==> src/include/aets_defines.vh <==
`ifndef AETS_DEFINES_VH
`define AETS_DEFINES_VH
// Register byte offsets.
`define AETS_CTRL_OFS    8'h00
`define AETS_CLKCTL_OFS  8'h04
`define AETS_MUXCTL_OFS  8'h08
`define AETS_GPIO_OFS    8'h0C
`define AETS_IRQST_OFS   8'h10
`define AETS_IRQMSK_OFS  8'h14
`define AETS_STATUS_OFS  8'h18
`define AETS_GRP_BASE    32'h20
`define AETS_GRP_STRIDE  32'h10
// Offsets inside one group window.
`define AETS_GCFG_OFS    8'h00
`define AETS_GCHS_OFS    8'h04
`define AETS_GTHR_OFS    8'h08
`define AETS_GRES_OFS    8'h0C
// Control register fields.
`define AETS_CTRL_AUTOPD 0
`define AETS_CTRL_FMT_LO 1
`define AETS_FMT_12      2'h0
`define AETS_FMT_10      2'h1
`define AETS_FMT_8       2'h2
`define AETS_CLKDIV_MSB  4
`define AETS_MUX_DEF     0
`define AETS_MUX_ALT     1
`define AETS_GPIO_OE     0
`define AETS_GPIO_OUT    1
`define AETS_GPIO_IN     2
// Group configuration fields.
`define AETS_GCFG_SEL_LO 0
`define AETS_GCFG_HWEN   3
`define AETS_GCFG_CONT   4
`define AETS_GCFG_DMA    5
`define AETS_GCFG_SWST   6
`define AETS_GTHR_CNT_LO 0
`define AETS_GTHR_CH_LO  8
`define AETS_GTHR_VAL_LO 16
`define AETS_GTHR_GT     28
`define AETS_RES_VALID   31
// Interrupt status layout.
`define AETS_IRQ_THR_LO  0
`define AETS_IRQ_CMP_LO  3
// Reset values.
`define AETS_ZERO32      32'h0000_0000
`define AETS_CLKDIV_RST  5'h00
`define AETS_MUX_RST     2'h1
// Sizes and bus answers.
`define AETS_NGRP        3
`define AETS_BUF_DEPTH   4
`define AETS_RESP_OKAY   2'h0
`define AETS_RESP_SLVERR 2'h2
`endif

==> src/core/aets_core.v <==
// Design decisions made here: the address map and register access over AXI4-Lite.
`timescale 1ns/1ps
`include "aets_defines.vh"

// Contract
// - Three groups, each with eight trigger sources.
// - Default select map: pin, timers, compare, port.
// - Alternate map for the second converter.
// - Mux bit 0 set forces default wiring.
// - Bit 0 clear, bit 1 set: alternate wiring.
// - Pin triggers tapped after input buffer.
// - Timer triggers tapped at timer boundary.
// - Compare trigger taken directly from timer output.
// - Free channel allocation, one region per group.
// - Region serviced by interrupt or DMA request.
// - Threshold counter interrupt per group.
// - Magnitude compare interrupt on one channel.
// - Results read as 8, 10 or 12 bits.
// - Single sequence or continuous restart per group.
// - Optional automatic core power-down when idle.
// - Event pin usable as general-purpose I/O.
// - Converter clock divided by 5-bit prescale.
module aets_core (
  // Clock and reset.
  input  wire        i_core_clk,
  input  wire        i_rst,
  // AXI4-Lite slave.
  input  wire [7:0]  i_s_axi_awaddr,
  input  wire        i_s_axi_awvalid,
  output reg         o_s_axi_awready,
  input  wire [31:0] i_s_axi_wdata,
  input  wire [3:0]  i_s_axi_wstrb,
  input  wire        i_s_axi_wvalid,
  output reg         o_s_axi_wready,
  output reg  [1:0]  o_s_axi_bresp,
  output reg         o_s_axi_bvalid,
  input  wire        i_s_axi_bready,
  input  wire [7:0]  i_s_axi_araddr,
  input  wire        i_s_axi_arvalid,
  output reg         o_s_axi_arready,
  output reg  [31:0] o_s_axi_rdata,
  output reg  [1:0]  o_s_axi_rresp,
  output reg         o_s_axi_rvalid,
  input  wire        i_s_axi_rready,
  // Trigger sources.
  input  wire        i_converter_event_pin_in,
  input  wire        i_second_converter_event_pin,
  input  wire [3:0]  i_timer_channel,
  input  wire [3:0]  i_timer_one_channel,
  input  wire [1:0]  i_timer_two_channel,
  input  wire        i_interrupt_timer_cmp0,
  input  wire [1:0]  i_gpio_port_b,
  // Event pin drive.
  output reg         o_converter_event_pin_out,
  output reg         o_converter_event_pin_oe,
  // Converter core.
  output reg         o_conv_clk_en,
  output reg         o_conv_start,
  output reg  [3:0]  o_conv_chan,
  input  wire        i_conv_done,
  input  wire [11:0] i_conv_result,
  output reg         o_core_pd,
  // Service requests.
  output reg  [2:0]  o_dma_req,
  output reg         o_irq
);

  localparam [2:0] S_IDLE  = 3'b001;
  localparam [2:0] S_START = 3'b010;
  localparam [2:0] S_WAIT  = 3'b100;

  reg  [2:0]  ctrl_q;
  reg  [4:0]  clkdiv_q;
  reg  [4:0]  divcnt_q;
  reg  [1:0]  mux_q;
  reg  [5:0]  irqst_q;
  reg  [5:0]  irqmsk_q;
  reg  [7:0]  sync1_q;
  reg  [7:0]  sync2_q;
  reg  [7:0]  sync3_q;
  reg  [2:0]  state_q;
  reg  [1:0]  grp_q;
  reg  [15:0] mask_q;
  reg  [7:0]  waddr_q;
  reg  [31:0] wdata_q;
  reg  [3:0]  wstrb_q;
  reg         aw_full_q;
  reg         w_full_q;
  wire        tick;
  wire        use_alt;
  wire [7:0]  def_src;
  wire [7:0]  alt_src;
  wire [7:0]  rise;
  wire        wr_en;
  wire        rd_en;
  wire [2:0]  pend;
  wire [2:0]  cont;
  wire [47:0] chsel;
  wire [2:0]  ev_thr;
  wire [2:0]  ev_cmp;
  wire [2:0]  dma_w;
  wire [2:0]  g_rhit;
  wire [2:0]  g_whit;
  wire [95:0] g_rdat;
  wire [2:0]  take;
  wire [1:0]  pick;
  wire        store;
  wire [15:0] cur_chs;
  reg  [32:0] rd_c;
  reg         c_whit;
  wire [31:0] ctrl_m;

  function [3:0] low_bit;
    input [15:0] m;
    integer k;
    begin
      low_bit = 4'h0;
      for (k = 15; k >= 0; k = k - 1) begin
        if (m[k]) begin
          low_bit = k[3:0];
        end
      end
    end
  endfunction

  function [31:0] merge;
    input [31:0] old;
    input [31:0] nw;
    input [3:0]  st;
    integer k;
    begin
      merge = old;
      for (k = 0; k < 4; k = k + 1) begin
        if (st[k]) begin
          merge[8*k +: 8] = nw[8*k +: 8];
        end
      end
    end
  endfunction

  ////////////////////////////////////////////////////////////////////////////////
  // Converter clock enable from the prescaler.
  assign tick = (divcnt_q == clkdiv_q);

  always @(posedge i_core_clk or posedge i_rst) begin
    if (i_rst) begin
      divcnt_q      <= `AETS_CLKDIV_RST;
      o_conv_clk_en <= 1'b0;
    end else begin
      divcnt_q      <= tick ? 5'h00 : divcnt_q + 5'h01;
      o_conv_clk_en <= tick;
    end
  end

  ////////////////////////////////////////////////////////////////////////////////
  // Trigger wiring and synchronisers.
  assign use_alt = ~mux_q[`AETS_MUX_DEF] & mux_q[`AETS_MUX_ALT];
  // Pin taps use the input-buffer side, timer taps the module side.
  assign def_src = {i_gpio_port_b[1], i_gpio_port_b[0], i_timer_channel[3], i_timer_channel[2],
                    i_interrupt_timer_cmp0, i_timer_channel[1], i_timer_channel[0],
                    i_converter_event_pin_in};
  assign alt_src = {i_timer_two_channel[1], i_timer_one_channel[3], i_timer_one_channel[2],
                    i_timer_one_channel[1], i_interrupt_timer_cmp0, i_timer_one_channel[0],
                    i_timer_two_channel[0], i_second_converter_event_pin};
  assign rise = sync2_q & ~sync3_q;

  always @(posedge i_core_clk or posedge i_rst) begin
    if (i_rst) begin
      sync1_q <= 8'h00;
      sync2_q <= 8'h00;
      sync3_q <= 8'h00;
    end else begin
      sync1_q <= use_alt ? alt_src : def_src;
      sync2_q <= sync1_q;
      sync3_q <= sync2_q;
    end
  end

  ////////////////////////////////////////////////////////////////////////////////
  // Register bus handshakes.
  assign wr_en = aw_full_q & w_full_q & ~o_s_axi_bvalid;
  assign rd_en = i_s_axi_arvalid & o_s_axi_arready;

  always @(posedge i_core_clk or posedge i_rst) begin
    if (i_rst) begin
      o_s_axi_awready <= 1'b1;
      o_s_axi_wready  <= 1'b1;
      o_s_axi_bvalid  <= 1'b0;
      o_s_axi_bresp   <= `AETS_RESP_OKAY;
      aw_full_q       <= 1'b0;
      w_full_q        <= 1'b0;
      waddr_q         <= 8'h00;
      wdata_q         <= `AETS_ZERO32;
      wstrb_q         <= 4'h0;
      o_s_axi_arready <= 1'b1;
      o_s_axi_rvalid  <= 1'b0;
      o_s_axi_rdata   <= `AETS_ZERO32;
      o_s_axi_rresp   <= `AETS_RESP_OKAY;
    end else begin
      if (i_s_axi_awvalid && o_s_axi_awready) begin
        waddr_q         <= i_s_axi_awaddr;
        aw_full_q       <= 1'b1;
        o_s_axi_awready <= 1'b0;
      end
      if (i_s_axi_wvalid && o_s_axi_wready) begin
        wdata_q        <= i_s_axi_wdata;
        wstrb_q        <= i_s_axi_wstrb;
        w_full_q       <= 1'b1;
        o_s_axi_wready <= 1'b0;
      end
      if (wr_en) begin
        o_s_axi_bvalid <= 1'b1;
        o_s_axi_bresp  <= (c_whit | (|g_whit)) ? `AETS_RESP_OKAY : `AETS_RESP_SLVERR;
      end
      if (o_s_axi_bvalid && i_s_axi_bready) begin
        o_s_axi_bvalid  <= 1'b0;
        aw_full_q       <= 1'b0;
        w_full_q        <= 1'b0;
        o_s_axi_awready <= 1'b1;
        o_s_axi_wready  <= 1'b1;
      end
      if (rd_en) begin
        o_s_axi_arready <= 1'b0;
        o_s_axi_rvalid  <= 1'b1;
        o_s_axi_rdata   <= rd_c[31:0];
        o_s_axi_rresp   <= rd_c[32] ? `AETS_RESP_OKAY : `AETS_RESP_SLVERR;
      end
      if (o_s_axi_rvalid && i_s_axi_rready) begin
        o_s_axi_rvalid  <= 1'b0;
        o_s_axi_arready <= 1'b1;
      end
    end
  end

  ////////////////////////////////////////////////////////////////////////////////
  // Common registers.
  assign ctrl_m = merge({29'h0, ctrl_q}, wdata_q, wstrb_q);

  always @* begin
    c_whit = (waddr_q == `AETS_CTRL_OFS) | (waddr_q == `AETS_CLKCTL_OFS) |
             (waddr_q == `AETS_MUXCTL_OFS) | (waddr_q == `AETS_GPIO_OFS) |
             (waddr_q == `AETS_IRQST_OFS) | (waddr_q == `AETS_IRQMSK_OFS) |
             (waddr_q == `AETS_STATUS_OFS);
    rd_c = {1'b0, `AETS_ZERO32};
    case (i_s_axi_araddr)
      `AETS_CTRL_OFS:   rd_c = {1'b1, 29'h0, ctrl_q};
      `AETS_CLKCTL_OFS: rd_c = {1'b1, 27'h0, clkdiv_q};
      `AETS_MUXCTL_OFS: rd_c = {1'b1, 30'h0, mux_q};
      `AETS_GPIO_OFS:   rd_c = {1'b1, 29'h0, i_converter_event_pin_in,
                                o_converter_event_pin_out, o_converter_event_pin_oe};
      `AETS_IRQST_OFS:  rd_c = {1'b1, 26'h0, irqst_q};
      `AETS_IRQMSK_OFS: rd_c = {1'b1, 26'h0, irqmsk_q};
      `AETS_STATUS_OFS: rd_c = {1'b1, 24'h0, pend, grp_q, state_q};
      default: begin
        if (|g_rhit) begin
          rd_c = {1'b1, g_rdat[31:0] | g_rdat[63:32] | g_rdat[95:64]};
        end
      end
    endcase
  end

  always @(posedge i_core_clk or posedge i_rst) begin
    if (i_rst) begin
      ctrl_q                    <= 3'h0;
      clkdiv_q                  <= `AETS_CLKDIV_RST;
      mux_q                     <= `AETS_MUX_RST;
      o_converter_event_pin_oe  <= 1'b0;
      o_converter_event_pin_out <= 1'b0;
      irqst_q                   <= 6'h00;
      irqmsk_q                  <= 6'h00;
      o_irq                     <= 1'b0;
      o_dma_req                 <= 3'h0;
      o_core_pd                 <= 1'b0;
    end else begin
      if (wr_en && waddr_q == `AETS_CTRL_OFS) begin
        ctrl_q <= ctrl_m[2:0];
      end
      if (wr_en && waddr_q == `AETS_CLKCTL_OFS && wstrb_q[0]) begin
        clkdiv_q <= wdata_q[`AETS_CLKDIV_MSB:0];
      end
      if (wr_en && waddr_q == `AETS_MUXCTL_OFS && wstrb_q[0]) begin
        mux_q <= wdata_q[1:0];
      end
      if (wr_en && waddr_q == `AETS_GPIO_OFS && wstrb_q[0]) begin
        o_converter_event_pin_oe  <= wdata_q[`AETS_GPIO_OE];
        o_converter_event_pin_out <= wdata_q[`AETS_GPIO_OUT];
      end
      if (wr_en && waddr_q == `AETS_IRQMSK_OFS && wstrb_q[0]) begin
        irqmsk_q <= wdata_q[5:0];
      end
      // New events win over a write-one clear in the same cycle.
      irqst_q <= (irqst_q & ~((wr_en && waddr_q == `AETS_IRQST_OFS && wstrb_q[0]) ? wdata_q[5:0] : 6'h00))
                 | {ev_cmp, ev_thr};
      o_irq     <= |(irqst_q & irqmsk_q);
      o_dma_req <= dma_w;
      o_core_pd <= ctrl_q[`AETS_CTRL_AUTOPD] & (state_q == S_IDLE) & ~(|pend);
    end
  end

  ////////////////////////////////////////////////////////////////////////////////
  // Sequencer shared by the three groups.
  assign pick    = pend[0] ? 2'd0 : (pend[1] ? 2'd1 : 2'd2);
  assign take    = (state_q == S_IDLE && tick && |pend) ? (3'b001 << pick) : 3'b000;
  assign store   = (state_q == S_WAIT) & i_conv_done;
  assign cur_chs = chsel[16*grp_q +: 16];

  always @(posedge i_core_clk or posedge i_rst) begin
    if (i_rst) begin
      state_q      <= S_IDLE;
      grp_q        <= 2'd0;
      mask_q       <= 16'h0000;
      o_conv_start <= 1'b0;
      o_conv_chan  <= 4'h0;
    end else begin
      o_conv_start <= 1'b0;
      case (state_q)
        S_IDLE: begin
          if (tick && |pend) begin
            grp_q   <= pick;
            mask_q  <= chsel[16*pick +: 16];
            state_q <= S_START;
          end
        end
        S_START: begin
          if (mask_q == 16'h0000) begin
            state_q <= S_IDLE;
          end else if (tick) begin
            o_conv_start <= 1'b1;
            o_conv_chan  <= low_bit(mask_q);
            state_q      <= S_WAIT;
          end
        end
        S_WAIT: begin
          if (i_conv_done) begin
            if ((mask_q & ~(16'h0001 << o_conv_chan)) != 16'h0000) begin
              mask_q  <= mask_q & ~(16'h0001 << o_conv_chan);
              state_q <= S_START;
            end else if (cont[grp_q]) begin
              mask_q  <= cur_chs;
              state_q <= S_START;
            end else begin
              mask_q  <= 16'h0000;
              state_q <= S_IDLE;
            end
          end
        end
        default: begin
          state_q <= S_IDLE;
        end
      endcase
    end
  end

  ////////////////////////////////////////////////////////////////////////////////
  // Per-group configuration, trigger and result region.
  genvar g;
  generate
    for (g = 0; g < `AETS_NGRP; g = g + 1) begin : grp
      localparam integer GB = `AETS_GRP_BASE + g * `AETS_GRP_STRIDE;
      reg  [5:0]  cfg_q;
      reg  [15:0] chs_q;
      reg  [28:0] thr_q;
      reg         pend_q;
      reg  [15:0] buf_q [0:3];
      reg  [1:0]  wp_q;
      reg  [1:0]  rp_q;
      reg  [2:0]  cnt_q;
      wire        wcfg;
      wire        push;
      wire        pop;
      wire        trig;
      wire [2:0]  cnt_n;
      wire [11:0] head;
      wire [11:0] fmt;
      wire [2:0]  lim;
      wire        ahit;
      wire [31:0] cfg_m;
      wire [31:0] chs_m;
      wire [31:0] thr_m;

      assign wcfg  = wr_en && waddr_q == (GB[7:0] + `AETS_GCFG_OFS);
      assign cfg_m = merge({26'h0, cfg_q}, wdata_q, wstrb_q);
      assign chs_m = merge({16'h0, chs_q}, wdata_q, wstrb_q);
      assign thr_m = merge({3'h0, thr_q}, wdata_q, wstrb_q);
      assign trig  = cfg_q[`AETS_GCFG_HWEN] & rise[cfg_q[2:0]];
      assign push  = store && grp_q == g && cnt_q != `AETS_BUF_DEPTH;
      assign ahit  = i_s_axi_araddr == (GB[7:0] + `AETS_GRES_OFS);
      assign pop   = rd_en && ahit && cnt_q != 3'd0;
      assign cnt_n = cnt_q + {2'b00, push} - {2'b00, pop};
      assign lim   = (thr_q[2:0] == 3'd0) ? 3'd1 : thr_q[2:0];
      assign head  = buf_q[rp_q][11:0];
      assign fmt   = (ctrl_q[2:1] == `AETS_FMT_8)  ? {4'h0, head[11:4]} :
                     (ctrl_q[2:1] == `AETS_FMT_10) ? {2'b00, head[11:2]} : head;
      assign pend[g]         = pend_q;
      assign cont[g]         = cfg_q[`AETS_GCFG_CONT];
      assign chsel[16*g +: 16] = chs_q;
      assign ev_thr[g] = push && cnt_n == lim && !cfg_q[`AETS_GCFG_DMA];
      assign ev_cmp[g] = push && o_conv_chan == thr_q[11:8] &&
                         (thr_q[`AETS_GTHR_GT] ? (i_conv_result > thr_q[27:16])
                                               : (i_conv_result < thr_q[27:16]));
      assign dma_w[g]  = cfg_q[`AETS_GCFG_DMA] && cnt_q >= lim;
      assign g_whit[g] = waddr_q[7:4] == GB[7:4] && waddr_q[1:0] == 2'b00;
      assign g_rhit[g] = i_s_axi_araddr[7:4] == GB[7:4] && i_s_axi_araddr[1:0] == 2'b00;
      assign g_rdat[32*g +: 32] =
        !g_rhit[g] ? `AETS_ZERO32 :
        (i_s_axi_araddr[3:2] == 2'd0) ? {26'h0, cfg_q} :
        (i_s_axi_araddr[3:2] == 2'd1) ? {16'h0, chs_q} :
        (i_s_axi_araddr[3:2] == 2'd2) ? {3'h0, thr_q} :
        {cnt_q != 3'd0, 11'h0, buf_q[rp_q][15:12], 4'h0, fmt};

      always @(posedge i_core_clk or posedge i_rst) begin
        if (i_rst) begin
          cfg_q  <= 6'h00;
          chs_q  <= 16'h0000;
          thr_q  <= 29'h0;
          pend_q <= 1'b0;
          wp_q   <= 2'd0;
          rp_q   <= 2'd0;
          cnt_q  <= 3'd0;
        end else begin
          if (wcfg) begin
            cfg_q <= cfg_m[5:0];
          end
          if (wr_en && waddr_q == (GB[7:0] + `AETS_GCHS_OFS)) begin
            chs_q <= chs_m[15:0];
          end
          if (wr_en && waddr_q == (GB[7:0] + `AETS_GTHR_OFS)) begin
            thr_q <= thr_m[28:0];
          end
          // A new trigger survives the cycle in which the sequencer takes the group.
          pend_q <= (pend_q & ~take[g]) | trig |
                    (wcfg & wstrb_q[0] & wdata_q[`AETS_GCFG_SWST]);
          if (push) begin
            buf_q[wp_q] <= {o_conv_chan, i_conv_result};
            wp_q        <= wp_q + 2'd1;
          end
          if (pop) begin
            rp_q <= rp_q + 2'd1;
          end
          cnt_q <= cnt_n;
        end
      end
    end
  endgenerate

endmodule

==> config.mk <==
export PLATFORM = sky130hd
export DESIGN_NAME = aets_core
export DESIGN_NICKNAME = d
export VERILOG_FILES = /design/src/core/aets_core.v
export VERILOG_INCLUDE_DIRS = /design/src /design/src/include
export SDC_FILE = /design/constraint.sdc
export NUM_CORES = 1
export LEC_CHECK = 0
export ABC_AREA = 1
export ABC_CLOCK_PERIOD_IN_PS = 11000
export CAP_MARGIN = 20
export CORE_MARGIN = 2
export CORE_UTILIZATION = 64
export CTS_CLUSTER_SIZE = 28
export DETAILED_ROUTE_END_ITERATION = 6
export DONT_BUFFER_PORTS = 1
export GPL_TIMING_DRIVEN = 0
export PLACE_DENSITY = 0.8
export SYNTH_ARGS = -nofsm -noshare
export SYNTH_HDL_FRONTEND = slang
export SYNTH_SLANG_ARGS = --single-unit
==> constraint.sdc <==
create_clock -name i_core_clk -period 11 [get_ports i_core_clk]
set_input_delay 0.55 -clock i_core_clk [delete_from_list [all_inputs] [get_ports i_core_clk]]
set_output_delay 0.55 -clock i_core_clk [all_outputs]
set_load 0.01 [all_outputs]
After elaboration in Yosys (flattened, before gate mapping)
Memory sizes are Yosys's and may differ from the RTL's.
Index checks and enable logic that the tools add are counted.

cells by class
  add/subtract/negate cells = 13
  multiply operators = 0
  div/mod/pow operators = 0
  $lt $le $gt $ge = 13
  equal/unequal tests = 52
  shift-type cells = 4
  multiplexer cells = 93
  bitwise gates (word level) = 49
  reductions and logical operators = 116

operators with widths
  kind                                                 count
  2-to-1 mux 32 bit                                    12
  case mux 33 bit (7 select lines)                     1
  variable part select 48 x 7 -> 16 bit                2
  2-to-1 mux 12 bit                                    6
  equality test 8 x 6 -> 1 bit, second input constant  8
  2-to-1 mux 16 bit                                    4
  2-to-1 mux 4 bit                                     16
  bitwise OR 32 bit                                    2
  logical AND 1 bit                                    63
  equality test 8 x 5 -> 1 bit, second input constant  6
  AND reduction 2 bit                                  23
  > comparator 12 bit                                  3
  less-than comparator 12 bit                          3
  2-to-1 mux 33 bit                                    1
  equality test 8 x 4 -> 1 bit, second input constant  4
  equality test 8 x 7 -> 1 bit, second input constant  4
  case mux 16 bit (2 select lines)                     1
  2-to-1 mux 1 bit                                     30
  2-to-1 mux 3 bit                                     8
  bitwise AND 1 bit                                    19
  bitwise AND 16 bit                                   1
  equality test 4 x 2 -> 1 bit, second input constant  4
  equality test 8 x 3 -> 1 bit, second input constant  2
  zero test 16 bit                                     1
  other kinds (46)                                     116

word-level totals
  register bits after elaboration = 346
  bits in latches = 0
  bits in writable memories = 192
  bits in read-only memories = 0
  bits of input ports = 87
  output and inout bits = 54
  logic and storage cells = 409
  memories = 3

memories
  name          words  width  rd ports  clocked after memory_dff  wr ports  line             RTL
  grp[0].buf_q  4      16     1         0                         1         aets_core.v:364  reg [15:0] buf_q [0:3];
  grp[1].buf_q  4      16     1         0                         1         aets_core.v:364
  grp[2].buf_q  4      16     1         0                         1         aets_core.v:364

Depth between registers and ports, before layout
  depth after elaboration = 16
  mapped depth = 17
  gate-level depth less buffers = 17

Least setup slack after synthesis
OpenSTA, ideal clock, no wires.

  path type = input -> register
  start point = input port i_rst
  end point = memory grp[0].buf_q[0][0], enable pin
  setup time = 391 ps
  data arrival time = 9558 ps
  data required time = 10609 ps
  path slack = 1051 ps
  stages = 3
  path buffers = 0
  cells stage by stage = inv_1 nand2_1 nor2_1

between the ends
  longest elaborated chain between the ends = 3

RTL lines
  what                                     line             RTL
  start: declaration                       aets_core.v:26   input wire i_rst,
  zero test 1 bit (no line)                --
  logical AND 1 bit (not written as such)  aets_core.v:434  buf_q[wp_q] <= {o_conv_chan, i_conv_result};
  2-to-1 mux 1 bit (not written as such)   aets_core.v:434
  end: declaration                         aets_core.v:364

Every way passes these cells.

Final worst setup path
  start point = register state_q[0]
  end point = register irqst_q[1]

between the ends
  longest elaborated chain between the ends = 10

RTL lines
  what                             line             RTL
  start: declaration               aets_core.v:81   reg [2:0] state_q;
  start signal: assignment         aets_core.v:309  state_q <= S_IDLE;
  start signal: assignment         aets_core.v:321  state_q <= S_START;
  start signal: assignment         aets_core.v:326  state_q <= S_IDLE;
  equality test 3 bit              aets_core.v:304  assign store = (state_q == S_WAIT) & i_conv_done;
  bitwise AND 1 bit                aets_core.v:304
  logical AND 1 bit                aets_core.v:386  assign push = store && grp_q == g && cnt_q != `AETS_BUF_DEPTH;
  logical AND 1 bit (no line)      --
  adder 3 x 1 -> 3 bit             aets_core.v:389  assign cnt_n = cnt_q + {2'b00, push} - {2'b00, pop};
  subtractor 3 x 1 -> 3 bit        aets_core.v:389
  named net grp[1].cnt_n[2]        aets_core.v:372  wire [2:0] cnt_n;
  equality test 3 bit              aets_core.v:397  assign ev_thr[g] = push && cnt_n == lim && !cfg_q[`AETS_GCFG_DMA];
  logical AND 1 bit (2 in series)  aets_core.v:397
  bitwise OR 6 bit                 aets_core.v:292  irqst_q <= (irqst_q & ~((wr_en && waddr_q == `AETS_IRQST_OFS && wstrb_q[0]) ? wdata_q[5:0] : 6'h00))
  end signal: assignment           aets_core.v:292
  end: declaration                 aets_core.v:76   reg [5:0] irqst_q;

The timed path passes the listed nets, and every way through them passes these cells.
A chain may end at the register's enable or synchronous reset.

==> reports/summary.log <==
INFO  status         status=complete, no violations
INFO  route          drt-initial-drc-count=3,150
INFO  pwr            p_comb_frac=0.239
INFO  pwr            p_total=5.86mW
INFO  critical_path  cp_top_family=simple AND/OR/NAND/NOR gates
INFO  floorplan      core=39,800um2
INFO  clock_tree     clk_latency=610ps
INFO  synthesis      synth_compound_gate_area_share=0.128
INFO  synthesis      synth-simple-area-share=0.204
INFO  timing         relSlewSlack=0.288
INFO  critical_path  endpoint_kind=register
INFO  cells_and_area final-seq-area=14,300um2
INFO  pwr            net-switching-power=2.03mW
INFO  route          postRouteWirelength=84.2mm
INFO  cells_and_area area_growth_syn_to_layout=10.4%
INFO  critical_path  critical_path_arrival=4470ps
INFO  global_routing largest_net_degree_at_the_start_of_global_routing=129
INFO  timing         final_hold_viol_count=0
INFO  critical_path  critical_path_class=reg -> reg
INFO  cells_and_area finalNetCount=3,106
INFO  timing         max_slew.worst_pin.slew=1060ps
INFO  synthesis      yosysSeqAreaShare=0.554
INFO  synthesis      post_synth_xor_area_fraction=0.0122
INFO  synthesis      synth.lib_cells_used.distinct=62
INFO  timing         period_minus_slack=3970ps
INFO  pwr            leakagePower=12.4nW
INFO  cells_and_area multi_input_area=9870um2
INFO  clock_tree     cts_repair_resize_count=0
INFO  clock_tree     htree_num_levels=2
INFO  synthesis      post_synth_mux_area_share=0.00305
INFO  timing         clock.fmax=252MHz
INFO  clock_tree     cts_buffers=53
INFO  job            cap_violations=0
INFO  clock_tree     cts_max_path_buffers=3
INFO  global_routing first_global_vias=21,600
INFO  clock_tree     clock_tree.root_cell=sky130_fd_sc_hd__clkbuf_16
INFO  floorplan      row_count=73
INFO  synthesis      adder_cell_share_of_the_synthesized_area=0.0333
INFO  floorplan      floorplan.io_pins=141
INFO  route          dr.pass1.iters=6
INFO  synthesis      avgSynthCellArea=8.96um2
INFO  critical_path  timing.critical_path.slowest_stage_cell=sky130_fd_sc_hd__nor2_1
INFO  synthesis      yosys_register_bits=534
INFO  route          final_antenna_net_count=0
INFO  cells_and_area layout.cells.most_common_list=775 x sky130_fd_sc_hd__nand2_1, 353 x sky130_fd_sc_hd__o21ai_0, 337 x sky130_fd_sc_hd__dfrtp_1
INFO  clock_tree     clock_sinks=534
INFO  global_routing initial_antenna_violation_count=3
INFO  synthesis      yosysWarningCount=0
INFO  synthesis      synth.area.top_cells=sky130_fd_sc_hd__dfrtp_1 33%, sky130_fd_sc_hd__edfxtp_1 22%, sky130_fd_sc_hd__nand2_1 11%
INFO  synthesis      leading_area_contributor_after_synthesis=sky130_fd_sc_hd__dfrtp_1
INFO  critical_path  required=11,490ps
INFO  timing         grt_setup_unrepaired=no
INFO  critical_path  worst_setup_path_start_kind=register
INFO  synthesis      netlist_instances=2,884
INFO  cells_and_area layout.cells.most_common=sky130_fd_sc_hd__nand2_1
INFO  route          vias_per_cell=6.31
INFO  cells_and_area fill_cells=2,976
INFO  placed_design  hpwl=61.1mm
INFO  synthesis      synth_ff_type=sky130_fd_sc_hd__dfrtp_1
INFO  route          route.vias.total=22,200
INFO  clock_tree     cts_tree=built
INFO  cells_and_area drive_above_1_share=0.0814
INFO  clock_tree     ctsHoldBuffers=3
INFO  pwr            peakVddDrop=0.170mV
INFO  clock_tree     postCtsSetupRepairBufs=0
INFO  global_routing grt_first_pass_wirelength=126mm
INFO  pwr            share_of_power_burned_in_registers=0.431
INFO  floorplan      fp.dieH=205um
INFO  synthesis      netlist.area_leader.share=0.326
INFO  critical_path  critical_path.max_stage_delay=640ps
INFO  critical_path  crit_chain=inv_1 -> nand3_1 -> nor2_1 -> inv_2 -> nor3_4 -> inv_2 -> ha_1 -> inv_1 -> ha_1 -> fa_1 -> xnor2_1 -> xor2_1 -> xor2_1 -> o41ai_1
INFO  placed_design  placement.io_buffers=0
INFO  synthesis      synth_async_sr_flop_share=0.640
INFO  route          route.detailed.wl_per_inst=23.9um
INFO  synthesis      main_combinational_cell_family_by_area_after_synthesis=simple AND/OR/NAND/NOR gates
INFO  cells_and_area final_util=0.716
INFO  floorplan      initial_util=0.649
INFO  timing         finalMaxSlewViolations=0
INFO  clock_tree     clock_pin_slew_reported_for_the_worst_setup_and_hold_paths_after_clock_tree_synthesis=60ps
INFO  route          drt_drc_violations_left=0
INFO  floorplan      fp.dieArea=42,000um2
INFO  cells_and_area antenna-diode-count=0
INFO  pwr            power_report.internal_total=3.83mW
INFO  pwr            p_sw_frac=0.347
INFO  timing         fin_worst_skew=9.74ps
INFO  synthesis      number_of_synthesized_flops_with_an_enable_pin=192
INFO  synthesis      synth_area=25,800um2
INFO  placed_design  routabilityCongestion=1.02
INFO  timing         min_period_over_period=0.361
INFO  global_routing global_route.usage.total=0.407
INFO  floorplan      die_x=205um
INFO  pwr            cellPowerDensity=205nW/um2
INFO  worst_hold_path holdCritPathClass=in -> reg
INFO  timing         setup_viol_count_final=0
INFO  pwr            clock_network_fraction_of_total_power=0.329
INFO  global_routing grt-ovfl-total=0
INFO  critical_path  cp_max_fo=6
INFO  critical_path  path_buf_inv=4
-- worst reg2reg max path: stages (launching register included) --
cell	delay, ps
sky130_fd_sc_hd__dfstp_2	370
sky130_fd_sc_hd__inv_1	170
sky130_fd_sc_hd__nand3_1	310
sky130_fd_sc_hd__nor2_1	640
sky130_fd_sc_hd__inv_2	90
sky130_fd_sc_hd__nor3_4	340
sky130_fd_sc_hd__inv_2	120
sky130_fd_sc_hd__ha_1	300
sky130_fd_sc_hd__inv_1	50
sky130_fd_sc_hd__ha_1	190
sky130_fd_sc_hd__fa_1	400
sky130_fd_sc_hd__xnor2_1	200
sky130_fd_sc_hd__xor2_1	260
sky130_fd_sc_hd__xor2_1	160
sky130_fd_sc_hd__o41ai_1	270
-- cell type report --
class / count / share of cell area
buffer: 119 / 0.0216
clock buffer: 66 / 0.0517
clock inverter: 33 / 0.0133
inverter: 280 / 0.0374
multi-input combinational: 1954 / 0.346
sequential: 534 / 0.502
tap: 525 / 0.0230
timing repair buffer: 10 / 0.00469
-- cell families (layout without fill, tap and decap cells) --
kind of cell	after synthesis	after routing
DFF	534	534
and+or+nand+nor	1251	1251
xor gates and xnor gates	36	36
adders and majority gates	67	67
AOI/OAI and AO/OA	589	589
buffers and inverters	399	508
other	1	4
muxes	7	7
-- sequential cells by signal, indices dropped and copies added (netlist names), 3 cells and up --
register       flops
grp.chs_q         48
grp.cfg_q         18
waddr_q            8
sync2_q            8
grp.pend_q         3
o_s_axi_rdata     30
wstrb_q            4
ctrl_q             3
mask_q            16
grp.wp_q           6
grp.cnt_q          9
sync3_q            8
divcnt_q           5
irqst_q            6
o_conv_chan        4
grp.rp_q           6
irqmsk_q           6
o_dma_req          3
clkdiv_q           5
grp.buf_q        192
grp.thr_q         87
wdata_q           29
sync1_q            8
state_q            3
-- per-layer routing --
metal,wire length (um),track usage,vias up,share of wire
met5,0,0,-,0
met4,4360,0.198,0,0.052
met3,10200,0.0910,262,0.12
met2,38000,0.628,1413,0.45
met1,31600,0.550,10700,0.38
li1,-,-,9836,-
-- worst paths after layout --
check	to	depth (start not counted)	startpoint	slack, ps
setup / recovery	irqst_q[1]	14	state_q[0]	7030
hold / removal	o_s_axi_awready	1	i_s_axi_awvalid	20
setup reg to reg	irqst_q[1]	14	state_q[0]	7030
hold reg to reg	sync2_q[0]	0	sync1_q[0]	350
max in group asynchronous	grp[0].thr_q[12]	3	i_rst	9200
min in group asynchronous	wdata_q[17]	2	i_rst	610
-- power groups by stage --
stage | clock network (mW) | registers (mW) | logic [mW]
finish | 1.93 | 2.53 | 1.40
global route | 2.01 | 2.55 | 1.53
CTS | 1.93 | 2.52 | 1.36
detailed placement | 0 | 2.55 | 1.35
global placement | 0 | 2.54 | 1.30
floorplan | 0 | 2.48 | 0.900
-- through the flow --
stage | TNS [ps] | std cells | setup slack (ps) | hold WS [ps] | area (um2)
floorplan | 0 | 2887 | 921 | 331 | 25900
CTS | 0 | 3521 | 7100 | 1.76 | 28500
detailed placement | 0 | 3419 | 7180 | 337 | 26600
finish | 0 | 3521 | 7030 | 15.6 | 28500
global placement | -1173530 | 3412 | -2300 | 332 | 26500
global route | 0 | 3521 | 6910 | 9.03 | 28500
-- synth_stat cells, drive strengths merged (2+ instances only) --
master	number
nand2	782
o21ai	379
dfrtp	337
inv	276
nand3	224
edfxtp	192
nor2	190
a21oi	74
buf	72
ha	64
clkbuf	47
o22ai	30
nand4	27
xor2	27
o211ai	19
a221oi	18
a22oi	16
nor3	16
a31oi	13
xnor2	9
a211oi	8
mux2	7
o2111ai	6
and2	5
dfstp	5
o221ai	5
a22o	4
clkinv	4
o31ai	4
fa	3
nor4	3
o311ai	3
a21boi	2
o21a	2
o21bai	2
o41ai	2
or2	2
Power figures use the tool's default switching activity.
